## src/rtl/asr_map.vh

```
// Register map, field positions, reset values and tick counts of the serial block
`ifndef ASR_MAP_VH
`define ASR_MAP_VH

// Byte offsets on the APB
`define ASR_OFF_CTRL        8'h00
`define ASR_OFF_AUX         8'h04
`define ASR_OFF_BAUD        8'h08
`define ASR_OFF_STAT        8'h0c
`define ASR_OFF_MASK        8'h10
`define ASR_OFF_DATA        8'h14

// Control register fields
`define ASR_C_TXEMPTY_IRQ   7
`define ASR_C_TXDONE_IRQ    6
`define ASR_C_RXFULL_IRQ    5
`define ASR_C_QUIET_IRQ     4
`define ASR_C_TXPATH        3
`define ASR_C_RXPATH        2
`define ASR_C_SLEEP         1
`define ASR_C_BREAK         0

// Auxiliary register field
`define ASR_A_LONGBRK       0

// Status register fields, mask register has the same layout
`define ASR_S_TXEMPTY       7
`define ASR_S_TXDONE        6
`define ASR_S_RXFULL        5
`define ASR_S_QUIET         4
`define ASR_S_OVERRUN       3
`define ASR_S_NOISE         2
`define ASR_S_FRAME         1

// Reset values
`define ASR_CTRL_RST        8'h00
`define ASR_MASK_RST        8'hff
`define ASR_BAUD_RST        16'h0036

// Receive clock ticks within one bit time
`define ASR_RT_LAST         5'd16
`define ASR_RT_SAMP1        5'd8
`define ASR_RT_SAMP2        5'd9
`define ASR_RT_SAMP3        5'd10
`define ASR_RT_VER1         5'd3
`define ASR_RT_VER2         5'd5
`define ASR_RT_VER3         5'd7

// Character lengths in bit times, idle-line length in receive ticks
`define ASR_DATA_BITS       4'd8
`define ASR_FRAME_BITS      4'd10
`define ASR_BRK_LEN         4'd10
`define ASR_BRK_LONG        4'd13
`define ASR_PRE_LEN         4'd10
`define ASR_QUIET_TICKS     8'd160

`endif

```

## src/rtl/asr_vote.v

```verilog
// Majority vote and disagreement check over three receive samples
`timescale 1ns/100ps
module asr_vote (
    // Samples, oldest in bit 2
    input  wire [2:0] samples,
    // Decision
    output wire       bitVal,
    output wire       noisy,
    output wire       anyOne
);

    assign bitVal = (samples[2] & samples[1]) | (samples[2] & samples[0]) | (samples[1] & samples[0]);
    assign noisy  = (samples != 3'b000) && (samples != 3'b111);
    assign anyOne = |samples;

endmodule

```

## src/rtl/asr_baud.v

```verilog
// Receive sampling tick generator, sixteen ticks per bit time
`timescale 1ns/100ps
module asr_baud #(
    parameter W = 16
) (
    // Clock and reset
    input  wire         clk_sys,
    input  wire         rst,
    // Bus clocks per sampling tick
    input  wire [W-1:0] divisor,
    // One-cycle tick
    output reg          rtTick
);

    reg  [W-1:0] cnt_r;
    wire [W-1:0] lastCnt = (divisor == {W{1'b0}}) ? {W{1'b0}} : divisor - {{(W-1){1'b0}}, 1'b1};

    always @(posedge clk_sys or posedge rst) begin
        if (rst) begin
            cnt_r  <= {W{1'b0}};
            rtTick <= 1'b0;
        end else if (cnt_r >= lastCnt) begin
            cnt_r  <= {W{1'b0}};
            rtTick <= 1'b1;
        end else begin
            cnt_r  <= cnt_r + {{(W-1){1'b0}}, 1'b1};
            rtTick <= 1'b0;
        end
    end

endmodule

```

## src/rtl/asr_top.v

```verilog
// Asynchronous serial block: control register, transmitter with break, receiver with sample recovery
// How it works
// - Transmit-empty enable lets the empty transmit buffer flag request an interrupt.
// - Transmit-done enable lets the transmission complete flag request an interrupt.
// - Receive-full enable lets receive full or overrun request an interrupt.
// - Quiet-line enable lets the idle line flag request an interrupt.
// - Transmit path bit enables transmitter, drives the pin; rising edge queues idle preamble.
// - Receive path bit enables the receiver; clear means receiver held idle.
// - Sleep bit puts receiver in standby, blocks its interrupts; idle line clears it.
// - A short pulse on break bit still sends one whole break, 10 or 13 zeros.
// - While the break bit stays set, whole break characters repeat back to back.
// - Each data bit is the majority of samples at ticks eight, nine, ten.
// - Noise flag is set when the three samples of a bit disagree.
// - Mid samples never reject a verified start bit; a one there flags noise.
// - Stop bit with at most one sample high gives framing error; disagreement flags noise.
// - Stop-bit samples serve both stop confirmation and noise detection.
`timescale 1ns/100ps
`include "asr_map.vh"
module asr_top #(
    parameter BAUD_W = 16
) (
    // Clock and reset
    input  wire        clk_sys,
    input  wire        rst,
    // APB slave
    input  wire [7:0]  paddr,
    input  wire        psel,
    input  wire        penable,
    input  wire        pwrite,
    input  wire [31:0] pwdata,
    output reg  [31:0] prdata,
    output reg         pready,
    output reg         pslverr,
    // Serial line
    input  wire        rxPin,
    output reg         txOut,
    output reg         txOe,
    // Interrupt
    output reg         irqReq
);

    localparam TX_IDLE  = 2'd0;
    localparam TX_PRE   = 2'd1;
    localparam TX_FRAME = 2'd2;
    localparam TX_BREAK = 2'd3;

    localparam RX_IDLE  = 2'd0;
    localparam RX_START = 2'd1;
    localparam RX_DATA  = 2'd2;
    localparam RX_STOP  = 2'd3;

    // Software-visible state
    reg  [7:0]        ctrl_r;
    reg               longBreak_r;
    reg  [BAUD_W-1:0] baud_r;
    reg  [7:0]        mask_r;
    reg  [7:0]        txBuf_r;
    reg  [7:0]        rxBuf_r;
    reg               txEmpty_r;
    reg               txDone_r;
    reg               rxFull_r;
    reg               quiet_r;
    reg               overrun_r;
    reg               noise_r;
    reg               frame_r;

    // Transmitter
    reg  [1:0]        txState_r;
    reg  [3:0]        txRt_r;
    reg  [3:0]        txBit_r;
    reg  [9:0]        txShift_r;
    reg               txPathPrev_r;
    reg               txPreq_r;
    reg               breakPrev_r;
    reg               brkPend_r;

    // Receiver
    reg               rxMeta_r;
    reg               rxSync_r;
    reg  [1:0]        rxState_r;
    reg  [4:0]        rxRt_r;
    reg  [3:0]        rxBit_r;
    reg  [7:0]        rxShift_r;
    reg  [1:0]        samp_r;
    reg  [1:0]        ver_r;
    reg               rxNoise_r;
    reg  [7:0]        quietCnt_r;
    reg               quietArm_r;

    wire              rtTick;
    wire              midBit;
    wire              midNoisy;
    wire              midAnyOne;
    wire              verBit;
    wire              txEmptyIrqOn   = ctrl_r[`ASR_C_TXEMPTY_IRQ];
    wire              txDoneIrqOn    = ctrl_r[`ASR_C_TXDONE_IRQ];
    wire              rxFullIrqOn    = ctrl_r[`ASR_C_RXFULL_IRQ];
    wire              quietLineIrqOn = ctrl_r[`ASR_C_QUIET_IRQ];
    wire              txPathOn       = ctrl_r[`ASR_C_TXPATH];
    wire              rxPathOn       = ctrl_r[`ASR_C_RXPATH];
    wire              rxSleepWake    = ctrl_r[`ASR_C_SLEEP];
    wire              breakSend      = ctrl_r[`ASR_C_BREAK];

    asr_baud #(
        .W       (BAUD_W)
    ) u_baud (
        .clk_sys (clk_sys),
        .rst     (rst),
        .divisor (baud_r),
        .rtTick  (rtTick)
    );

    asr_vote u_voteMid (
        .samples ({samp_r, rxSync_r}),
        .bitVal  (midBit),
        .noisy   (midNoisy),
        .anyOne  (midAnyOne)
    );

    asr_vote u_voteVer (
        .samples ({ver_r, rxSync_r}),
        .bitVal  (verBit),
        .noisy   (),
        .anyOne  ()
    );

    // APB decode; read data is captured in the setup cycle so pready and prdata both come from flops
    wire setupPh = psel & ~penable;
    wire accessPh = psel & penable & pready;
    wire wrEn = accessPh & pwrite;
    wire rdEn = accessPh & ~pwrite;
    wire hitCtrl = (paddr == `ASR_OFF_CTRL);
    wire hitAux = (paddr == `ASR_OFF_AUX);
    wire hitBaud = (paddr == `ASR_OFF_BAUD);
    wire hitStat = (paddr == `ASR_OFF_STAT);
    wire hitMask = (paddr == `ASR_OFF_MASK);
    wire hitData = (paddr == `ASR_OFF_DATA);
    wire hitAny = hitCtrl | hitAux | hitBaud | hitStat | hitMask | hitData;
    wire [7:0] statVec = {txEmpty_r, txDone_r, rxFull_r, quiet_r, overrun_r, noise_r, frame_r, 1'b0};

    // Only bits that were actually returned are cleared, so an event after the capture survives
    wire rdStat = rdEn & hitStat;
    wire [7:0] statClr = rdStat ? prdata[7:0] : 8'h00;
    wire wrData = wrEn & hitData;
    wire rdData = rdEn & hitData;

    reg [31:0] rdMux;
    always @* begin
        rdMux = 32'h0000_0000;
        case (paddr)
            `ASR_OFF_CTRL: rdMux[7:0] = ctrl_r;
            `ASR_OFF_AUX:  rdMux[0] = longBreak_r;
            `ASR_OFF_BAUD: rdMux[BAUD_W-1:0] = baud_r;
            `ASR_OFF_STAT: rdMux[7:0] = statVec;
            `ASR_OFF_MASK: rdMux[7:0] = mask_r;
            `ASR_OFF_DATA: rdMux[7:0] = rxBuf_r;
            default:       rdMux = 32'h0000_0000;
        endcase
    end

    always @(posedge clk_sys or posedge rst) begin
        if (rst) begin
            prdata  <= 32'h0000_0000;
            pready  <= 1'b0;
            pslverr <= 1'b0;
        end else begin
            pready <= setupPh;
            if (setupPh) begin
                prdata  <= rdMux;
                pslverr <= ~hitAny;
            end
        end
    end

    // Idle-line detection runs while the receiver waits for a start edge
    wire quietHit = rtTick & (rxState_r == RX_IDLE) & rxSync_r & (quietCnt_r == `ASR_QUIET_TICKS - 8'd1);
    wire wakeEvt = quietHit & rxSleepWake;

    // Software registers
    always @(posedge clk_sys or posedge rst) begin
        if (rst) begin
            ctrl_r      <= `ASR_CTRL_RST;
            longBreak_r <= 1'b0;
            baud_r      <= `ASR_BAUD_RST;
            mask_r      <= `ASR_MASK_RST;
            txBuf_r     <= 8'h00;
        end else begin
            if (wrEn & hitCtrl) begin
                ctrl_r <= pwdata[7:0];
            end else if (wakeEvt) begin
                ctrl_r[`ASR_C_SLEEP] <= 1'b0;
            end
            if (wrEn & hitAux) begin
                longBreak_r <= pwdata[`ASR_A_LONGBRK];
            end
            if (wrEn & hitBaud) begin
                baud_r <= pwdata[BAUD_W-1:0];
            end
            if (wrEn & hitMask) begin
                mask_r <= pwdata[7:0];
            end
            if (wrData) begin
                txBuf_r <= pwdata[7:0];
            end
        end
    end

    // Transmitter
    wire txBitEnd = rtTick & (txRt_r == 4'hf);
    wire [3:0] brkLast = (longBreak_r ? `ASR_BRK_LONG : `ASR_BRK_LEN) - 4'd1;
    wire txLoad = (txState_r == TX_IDLE) & txPathOn & ~brkPend_r & ~breakSend & ~txPreq_r & ~txEmpty_r;
    reg  txFinish;

    always @(posedge clk_sys or posedge rst) begin
        if (rst) begin
            txState_r    <= TX_IDLE;
            txRt_r       <= 4'h0;
            txBit_r      <= 4'h0;
            txShift_r    <= 10'h3ff;
            txPathPrev_r <= 1'b0;
            txPreq_r     <= 1'b0;
            breakPrev_r  <= 1'b0;
            brkPend_r    <= 1'b0;
            txOut        <= 1'b1;
            txOe         <= 1'b0;
            txFinish     <= 1'b0;
        end else begin
            txPathPrev_r <= txPathOn;
            breakPrev_r  <= breakSend;
            txFinish     <= 1'b0;
            if (txPathOn & ~txPathPrev_r) begin
                txPreq_r <= 1'b1;
            end
            if (breakSend & ~breakPrev_r) begin
                brkPend_r <= 1'b1;
            end
            if (txState_r != TX_IDLE) begin
                txRt_r <= rtTick ? txRt_r + 4'h1 : txRt_r;
            end
            case (txState_r)
                TX_IDLE: begin
                    txRt_r  <= 4'h0;
                    txBit_r <= 4'h0;
                    if (txPathOn & (brkPend_r | breakSend)) begin
                        txState_r <= TX_BREAK;
                    end else if (txPathOn & txPreq_r) begin
                        txState_r <= TX_PRE;
                    end else if (txLoad) begin
                        txShift_r <= {1'b1, txBuf_r, 1'b0};
                        txState_r <= TX_FRAME;
                    end
                end
                TX_PRE: begin
                    if (txBitEnd) begin
                        txBit_r <= txBit_r + 4'h1;
                        if (txBit_r == `ASR_PRE_LEN - 4'd1) begin
                            txPreq_r  <= 1'b0;
                            txState_r <= TX_IDLE;
                            txFinish  <= 1'b1;
                        end
                    end
                end
                TX_FRAME: begin
                    if (txBitEnd) begin
                        txShift_r <= {1'b1, txShift_r[9:1]};
                        txBit_r   <= txBit_r + 4'h1;
                        if (txBit_r == `ASR_FRAME_BITS - 4'd1) begin
                            txState_r <= TX_IDLE;
                            txFinish  <= 1'b1;
                        end
                    end
                end
                TX_BREAK: begin
                    if (txBitEnd) begin
                        txBit_r <= txBit_r + 4'h1;
                        if (txBit_r == brkLast) begin
                            brkPend_r <= breakSend & ~breakPrev_r;
                            txBit_r   <= 4'h0;
                            if (~breakSend) begin
                                txState_r <= TX_IDLE;
                                txFinish  <= 1'b1;
                            end
                        end
                    end
                end
                default: txState_r <= TX_IDLE;
            endcase
            // A character in flight is finished even if the path is switched off meanwhile
            txOe <= txPathOn | (txState_r != TX_IDLE);
            txOut <= (txState_r == TX_FRAME) ? txShift_r[0] : (txState_r != TX_BREAK);
        end
    end

    // Receiver
    wire rxActive = rxPathOn;
    wire rxTickIn = rtTick & rxActive & (rxState_r != RX_IDLE);
    wire rxEnd = rxTickIn & (rxState_r == RX_STOP) & (rxRt_r == `ASR_RT_SAMP3);
    wire rxTake = rxEnd & ~rxSleepWake;

    always @(posedge clk_sys or posedge rst) begin
        if (rst) begin
            rxMeta_r   <= 1'b1;
            rxSync_r   <= 1'b1;
            rxState_r  <= RX_IDLE;
            rxRt_r     <= 5'd0;
            rxBit_r    <= 4'h0;
            rxShift_r  <= 8'h00;
            samp_r     <= 2'b00;
            ver_r      <= 2'b00;
            rxNoise_r  <= 1'b0;
            quietCnt_r <= 8'h00;
            quietArm_r <= 1'b0;
            rxBuf_r    <= 8'h00;
        end else begin
            rxMeta_r <= rxPin;
            rxSync_r <= rxMeta_r;
            if (~rxActive) begin
                rxState_r  <= RX_IDLE;
                quietCnt_r <= 8'h00;
            end else if (rtTick & (rxState_r == RX_IDLE)) begin
                if (~rxSync_r) begin
                    rxState_r  <= RX_START;
                    rxRt_r     <= 5'd1;
                    rxNoise_r  <= 1'b0;
                    quietCnt_r <= 8'h00;
                end else if (quietHit) begin
                    quietCnt_r <= 8'h00;
                    quietArm_r <= 1'b0;
                end else begin
                    quietCnt_r <= quietCnt_r + 8'h01;
                end
            end else if (rxTickIn) begin
                rxRt_r <= (rxRt_r == `ASR_RT_LAST) ? 5'd1 : rxRt_r + 5'd1;
                if ((rxRt_r == `ASR_RT_VER1) | (rxRt_r == `ASR_RT_VER2)) begin
                    ver_r <= {ver_r[0], rxSync_r};
                end
                // Start bit verification uses only the early samples
                if ((rxState_r == RX_START) & (rxRt_r == `ASR_RT_VER3) & verBit) begin
                    rxState_r <= RX_IDLE;
                end
                if ((rxRt_r == `ASR_RT_SAMP1) | (rxRt_r == `ASR_RT_SAMP2)) begin
                    samp_r <= {samp_r[0], rxSync_r};
                end
                if (rxRt_r == `ASR_RT_SAMP3) begin
                    case (rxState_r)
                        RX_START: rxNoise_r <= rxNoise_r | midAnyOne;
                        RX_DATA: begin
                            rxShift_r <= {midBit, rxShift_r[7:1]};
                            rxNoise_r <= rxNoise_r | midNoisy;
                        end
                        RX_STOP: begin
                            rxState_r  <= RX_IDLE;
                            quietArm_r <= 1'b1;
                        end
                        default: rxNoise_r <= rxNoise_r;
                    endcase
                end
                if (rxRt_r == `ASR_RT_LAST) begin
                    if (rxState_r == RX_START) begin
                        rxState_r <= RX_DATA;
                        rxBit_r   <= 4'h0;
                    end else if (rxState_r == RX_DATA) begin
                        rxBit_r <= rxBit_r + 4'h1;
                        if (rxBit_r == `ASR_DATA_BITS - 4'd1) begin
                            rxState_r <= RX_STOP;
                        end
                    end
                end
            end
            if (rxTake & (~rxFull_r | rdData)) begin
                rxBuf_r <= rxShift_r;
            end
        end
    end

    // Status flags; a hardware set in the cycle of a software clear wins
    always @(posedge clk_sys or posedge rst) begin
        if (rst) begin
            txEmpty_r <= 1'b1;
            txDone_r  <= 1'b1;
            rxFull_r  <= 1'b0;
            quiet_r   <= 1'b0;
            overrun_r <= 1'b0;
            noise_r   <= 1'b0;
            frame_r   <= 1'b0;
        end else begin
            // A data write while the buffer is still full replaces the waiting byte
            txEmpty_r <= txLoad | (txEmpty_r & ~wrData);
            txDone_r  <= (txFinish & txEmpty_r & (txState_r == TX_IDLE)) | (txDone_r & ~wrData);
            rxFull_r  <= rxTake | (rxFull_r & ~rdData);
            overrun_r <= (rxTake & rxFull_r & ~rdData) | (overrun_r & ~statClr[`ASR_S_OVERRUN]);
            quiet_r   <= (quietHit & quietArm_r & ~rxSleepWake) | (quiet_r & ~statClr[`ASR_S_QUIET]);
            noise_r   <= (rxTake & (rxNoise_r | midNoisy)) | (noise_r & ~statClr[`ASR_S_NOISE]);
            frame_r   <= (rxTake & ~midBit) | (frame_r & ~statClr[`ASR_S_FRAME]);
        end
    end

    // Interrupt request
    wire [7:0] irqEn = {txEmptyIrqOn,
                        txDoneIrqOn,
                        rxFullIrqOn & ~rxSleepWake,
                        quietLineIrqOn & ~rxSleepWake,
                        rxFullIrqOn & ~rxSleepWake,
                        ~rxSleepWake,
                        ~rxSleepWake,
                        1'b0} & mask_r;

    always @(posedge clk_sys or posedge rst) begin
        if (rst) begin
            irqReq <= 1'b0;
        end else begin
            irqReq <= |(statVec & irqEn);
        end
    end

endmodule

```

## config.mk

```make
export PLATFORM = sky130hd
export DESIGN_NAME = asr_top
export DESIGN_NICKNAME = d
export VERILOG_FILES = /design/src/rtl/asr_vote.v /design/src/rtl/asr_baud.v /design/src/rtl/asr_top.v
export VERILOG_INCLUDE_DIRS = /design/src /design/src/rtl
export SDC_FILE = /design/constraint.sdc
export NUM_CORES = 1
export LEC_CHECK = 0
export BUFFER_PORTS_ARGS = -buffer_cell sky130_fd_sc_hd__buf_4
export CAP_MARGIN = 0
export CORE_MARGIN = 2
export CORE_UTILIZATION = 54
export DETAILED_ROUTE_END_ITERATION = 6
export PLACE_DENSITY = 0.82
export SYNTH_ARGS = -nofsm -noshare
export SYNTH_HDL_FRONTEND = slang
export SYNTH_HIERARCHICAL = 1
export SYNTH_SLANG_ARGS = --single-unit
export TNS_END_PERCENT = 1
```

## constraint.sdc

```tcl
create_clock -name clk_sys -period 4.2 [get_ports clk_sys]
set_input_delay 0.63 -clock clk_sys [delete_from_list [all_inputs] [get_ports clk_sys]]
set_output_delay 0.63 -clock clk_sys [all_outputs]
set_load 0.01 [all_outputs]
```

Word level (Yosys, flattened, before mapping)
Index checks and enable logic that the tools add are counted.

Bits in registers: 154. Input bits: 46. Output and inout port bits: 37. Word-level logic and storage cells: 303.

Add/sub/neg operators: 8. Order comparisons: 1. Equality and inequality tests: 41. Mux-type cells: 78. Bitwise operators: 101. Reductions and logical operators: 32.

Operators by type and width (number): AND 1 bit (57); 2-to-1 mux 10 bit (4); 2-to-1 mux 8 bit (5); 2-to-1 mux 2 bit (19); one-hot mux 7 bit (5 select lines) (1); 2-to-1 mux 16 bit (2); 2-to-1 mux 4 bit (8); 2-to-1 mux 1 bit (27); 2-to-1 mux 5 bit (5); bitwise OR 1 bit (23); inequality test 2 bit, second input constant (11); one-hot mux 10 bit (2 select lines) (1); AND reduction 5 bit (4); nonzero test 2 bit (10); inverter 1 bit (19); adder 16 x 1 -> 16 bit, second input constant (1); AND 8 bit (2); == test 8 x 4 -> 1 bit, second input constant (2); == test 8 x 5 -> 1 bit, second input constant (2); >= comparator 16 bit (1); zero test 16 bit (1); subtractor 16 x 1 -> 16 bit, second input constant (1); == test 5 x 4 -> 1 bit, second input constant (3); adder 4 x 1 -> 4 bit, second input constant (3); 33 further kinds (49).

Longest topological paths before layout
Word-level depth: 14. Gate-level depth with buffers: 12. Gate-level depth less buffers: 11.

Cells and area by module
The synthesis kept the hierarchy.

Modules (own cells, without submodules): asr_top (instances 1, cells an instance 563, area an instance 6671.4 um2, seq. area each 3435.8 um2); asr_baud (instances 1, cells an instance 182, area an instance 1652.8 um2, seq. area each 425.4 um2); asr_vote (instances 2, cells an instance 4, area an instance 35.0 um2, seq. area each 0.0 um2).

Worst setup path after synthesis
OpenSTA, ideal clock, no wires.

Kind: reg2reg. Start point: register baud_r[7]. End point: register u_baud.cnt_r[10]. Setup time: 0.101 ns. Arrival time: 2.668 ns. Data required time: 4.099 ns. Slack: 1.431 ns. Cell stages (with the launch flop): 11. Path buffers: 1. Period minus slack after synthesis: 2.769 ns. Path through: dfrtp_1 > nor4_4 > nand2_2 > or3_4 > and2_1 > ha_1 > nand2b_4 > a2111oi_4 > nor4b_4 > buf_6 > nor4_1.

Cells in the longest elaborated chain, start to end: 4. Elaborated cells between the ends (all ways): 5. Those cells by class: add/sub: 1; order compare: 1; mux: 2; reduce/logical: 1.

RTL lines: from (decl) (line asr_top.v:55) `reg [BAUD_W-1:0] baud_r;`; from (signal assigned) (line asr_top.v:184) `` baud_r <= `ASR_BAUD_RST; ``; from (signal assigned) (line asr_top.v:197) `baud_r <= pwdata[BAUD_W-1:0];`; subtractor 16 x 1 -> 16 bit or zero test 16 bit (tied branches) (line asr_baud.v:16) `wire [W-1:0] lastCnt = (divisor == {W{1'b0}}) ? {W{1'b0}} : divisor - {{(W-1){1'b0}}, 1'b1};`; 2-to-1 mux 16 bit * (line asr_baud.v:16); >= comparator 16 bit * (line asr_baud.v:22) `end else if (cnt_r >= lastCnt) begin`; 2-to-1 mux 16 bit * (line asr_baud.v:22); to (signal assigned) (line asr_baud.v:20) `cnt_r <= {W{1'b0}};`; to (signal assigned) (line asr_baud.v:23) `cnt_r <= {W{1'b0}};`; to (signal assigned) (line asr_baud.v:26) `cnt_r <= cnt_r + {{(W-1){1'b0}}, 1'b1};`; to (decl) (line asr_baud.v:15) `reg [W-1:0] cnt_r;`.

Mark *: on every way between the ends. The rest lies on a longest branch, timed or not. A chain may end at the register's enable or synchronous reset.

Worst setup path after layout
Start point: register baud_r[7]. End point: register u_baud.rtTick.

Cells in the longest elaborated chain, start to end: 4. Elaborated cells between the ends (all ways): 5. Those cells by class: add/sub: 1; order compare: 1; mux: 2; reduce/logical: 1.

RTL lines: subtractor 16 x 1 -> 16 bit or zero test 16 bit (tied branches) (line asr_baud.v:16); 2-to-1 mux 16 bit * (line asr_baud.v:16); >= comparator 16 bit * (line asr_baud.v:22); 2-to-1 mux 1 bit * (line asr_baud.v:22); to (signal assigned) (line asr_baud.v:21) `rtTick <= 1'b0;`; to (signal assigned) (line asr_baud.v:24) `rtTick <= 1'b1;`; to (signal assigned) (line asr_baud.v:27) `rtTick <= 1'b0;`; to (decl) (line asr_baud.v:12) `output reg rtTick`.

Marked as above.

==> flow_summary_export.csv <==
group,metric,value,unit
clocking,cts_tree,"yes",
place,dp_slack,1.02,ns
finish,diodes,0,
clocking,clk_pin_slew,0.06,ns
power_and_ir_drop,p_int,2.70,mW
sta,period_share,0.761,
run_status,outcome,"complete, no violations",
finish,fillers,1172,
clocking,clk_latency,0.43,ns
logic_synthesis,yosys_warnings,6,
sta,fin_ws,1.00,ns
sta,fmax,313,MHz
die,die_w,128,um
detailed_routing,drc,0,
global_route,first_global_vias,6063,
detailed_routing,drt-vias-per-instance,6.06,
die,num_io_pins,83,
sta,fin_skew,0.00936,ns
sta,slew_violations,0,
global_route,grt_max_degree,137,
finish,multi_input_area,4210,um^2
finish,final_nets,877,
run,drv_cap,0,
sta,rsz0062_at_grt,"false",
finish,utilization,0.621,
logic_synthesis,syn_area_per_cell,11.2,um^2
power_and_ir_drop,comb_power_share,0.153,
power_and_ir_drop,power_switching,1.02,mW
detailed_routing,wire_per_inst,18.2,um
clocking,postCtsHoldBufs,0,
sta,tns,0,ns
power_and_ir_drop,power.density,396,nW/um^2
clocking,cts_sinks,153,
die,coreArea,15100,um^2
global_route,grt_pass1_wl,30500,um
worst_hold_path,hp-class,"in -> reg",
detailed_routing,vias,6033,
setup_path,start_kind,"flop",
detailed_routing,firstDrtPassIters,7,
power_and_ir_drop,clockPowerShare,0.405,
clocking,clockBufferDepth,2,
setup_path,arrival,3.50,ns
logic_synthesis,post_synth_inst_count,750,
sta,fin_crit,3.20,ns
sta,setup_viol,0,
die,dieArea,16500,um^2
place,gp_congestion,0.830,
logic_synthesis,synth_area,8370,um^2
sta,holdWs,0.315,ns
clocking,htree_levels,4,
sta,hold_violations,0,
die,start_util,0.553,
power_and_ir_drop,vdd_drop_max,0.335,mV
place,dp_hpwl,12200,um
worst_hold_path,min_path_cells,1,
setup_path,cp_max_fo,17,
clocking,post-cts-setup-buffers,0,
setup_path,rr_worst_depth,10,
global_route,overflow,0,
sta,slew-limit-headroom,0.301,
setup_path,crit_type,"reg -> reg",
clocking,cts_root_buf,"clkbuf_16",
die,rows,45,
global_route,antenna_found_initial,0,
die,die_h,128,um
detailed_routing,ant_nets,0,
setup_path,required,4.51,ns
detailed_routing,wirelength,18100,um
power_and_ir_drop,p_seq_frac,0.442,
finish,regArea,3860,um^2
global_route,grt.total_usage,0.234,
detailed_routing,drtIter0Drc,451,
setup_path,end_kind,"flop",
clocking,cts-resized-gates,0,
power_and_ir_drop,netSwitchingFraction,0.273,
sta,worst_slew_pin_slew,1.02,ns
finish,syn2layout_area_growth,12.4,%
place,place.port_buffers,50,
power_and_ir_drop,p_leak,4.26,nW
clocking,cts_inserted_buffers,17,
finish,drive_gt1_frac,0.276,
[state kept, by name (all words and copies together) (netlist names), 5 cells and up]
name,count
baud_r,16
ctrl_r,8
mask_r,8
prdata,16
quietCnt_r,8
rxBuf_r,8
rxRt_r,5
rxShift_r,8
txBuf_r,8
txShift_r,9
u_baud/cnt_r,16
[routing by layer]
| metal | share of wire | track usage | vias up |
|---|---|---|---|
| li1 | - | - | 2806 |
| met1 | 0.45 | 0.305 | 3021 |
| met2 | 0.49 | 0.394 | 176 |
| met3 | 0.048 | 0.0511 | 30 |
| met4 | 0.019 | 0.0735 | 0 |
| met5 | 0 | 0 | - |
[per-stage QoR]
stage,instances,total power [mW],instance area (um^2)
after floorplan,765,2.10,8430
after global placement,963,2.22,8820
after CTS,995,3.74,9400
final,995,3.72,9400
after global routing,995,3.89,9400
after detailed placement,963,2.23,8820
[cells in the final DEF (no fill, tap or decap), types with 10 or more instances in the layout]
cell       instances
nor3_1            14
mux2i_1           22
a21oi_1           14
mux2_2            68
nor2_1            33
xor2_1            10
conb_1            16
buf_4             53
nor4_1            19
nand4_1           21
dfstp_2           26
nand3_1           28
o21ai_0           29
xnor2_1           22
nand2_1           58
inv_1             24
ha_1              37
clkbuf_16         17
dfrtp_1          127
[worst paths after layout]
check	to	from	slack, ns
max	u_baud/rtTick	baud_r[7]	1.00
min in group asynchronous	u_baud/cnt_r[5]	rst	0.32
max in group asynchronous	baud_r[12]	rst	3.25
min reg2reg	rxSync_r	rxMeta_r	0.36
min	rxMeta_r	rxPin	0.31
max reg2reg	u_baud/rtTick	baud_r[7]	1.00
[layout make-up]
class / count / share of cell area
Inverter: 25 / 0.0104
Sequential cell: 153 / 0.411
Clock buffer: 19 / 0.0471
Timing Repair Buffer: 54 / 0.0444
Tap cell: 188 / 0.0250
Clock inverter: 13 / 0.0152
Multi-Input combinational cell: 543 / 0.447
[worst max-delay path, cell delays in order, from the launching register on]
cell	delay [ns]
dfrtp_1	0.50
nor4_4	0.39
nand2_2	0.12
or3_4	0.46
and2_1	0.19
ha_1	0.26
nand2b_4	0.15
a2111oi_4	0.38
nor4b_4	0.07
buf_4	0.20
or3_1	0.35
[power groups by stage]
| stage | registers, mW | clock network (mW) | logic (mW) |
|---|---|---|---|
| 2_1_floorplan | 1.63 | 0 | 0.466 |
| 3_3_place_gp | 1.66 | 0 | 0.553 |
| 3_5_place_dp | 1.67 | 0 | 0.569 |
| 4_1_cts | 1.64 | 1.52 | 0.573 |
| 5_1_grt | 1.66 | 1.60 | 0.635 |
| 6_report | 1.64 | 1.51 | 0.571 |
Note: power is estimated with default switching activity, not from simulation.
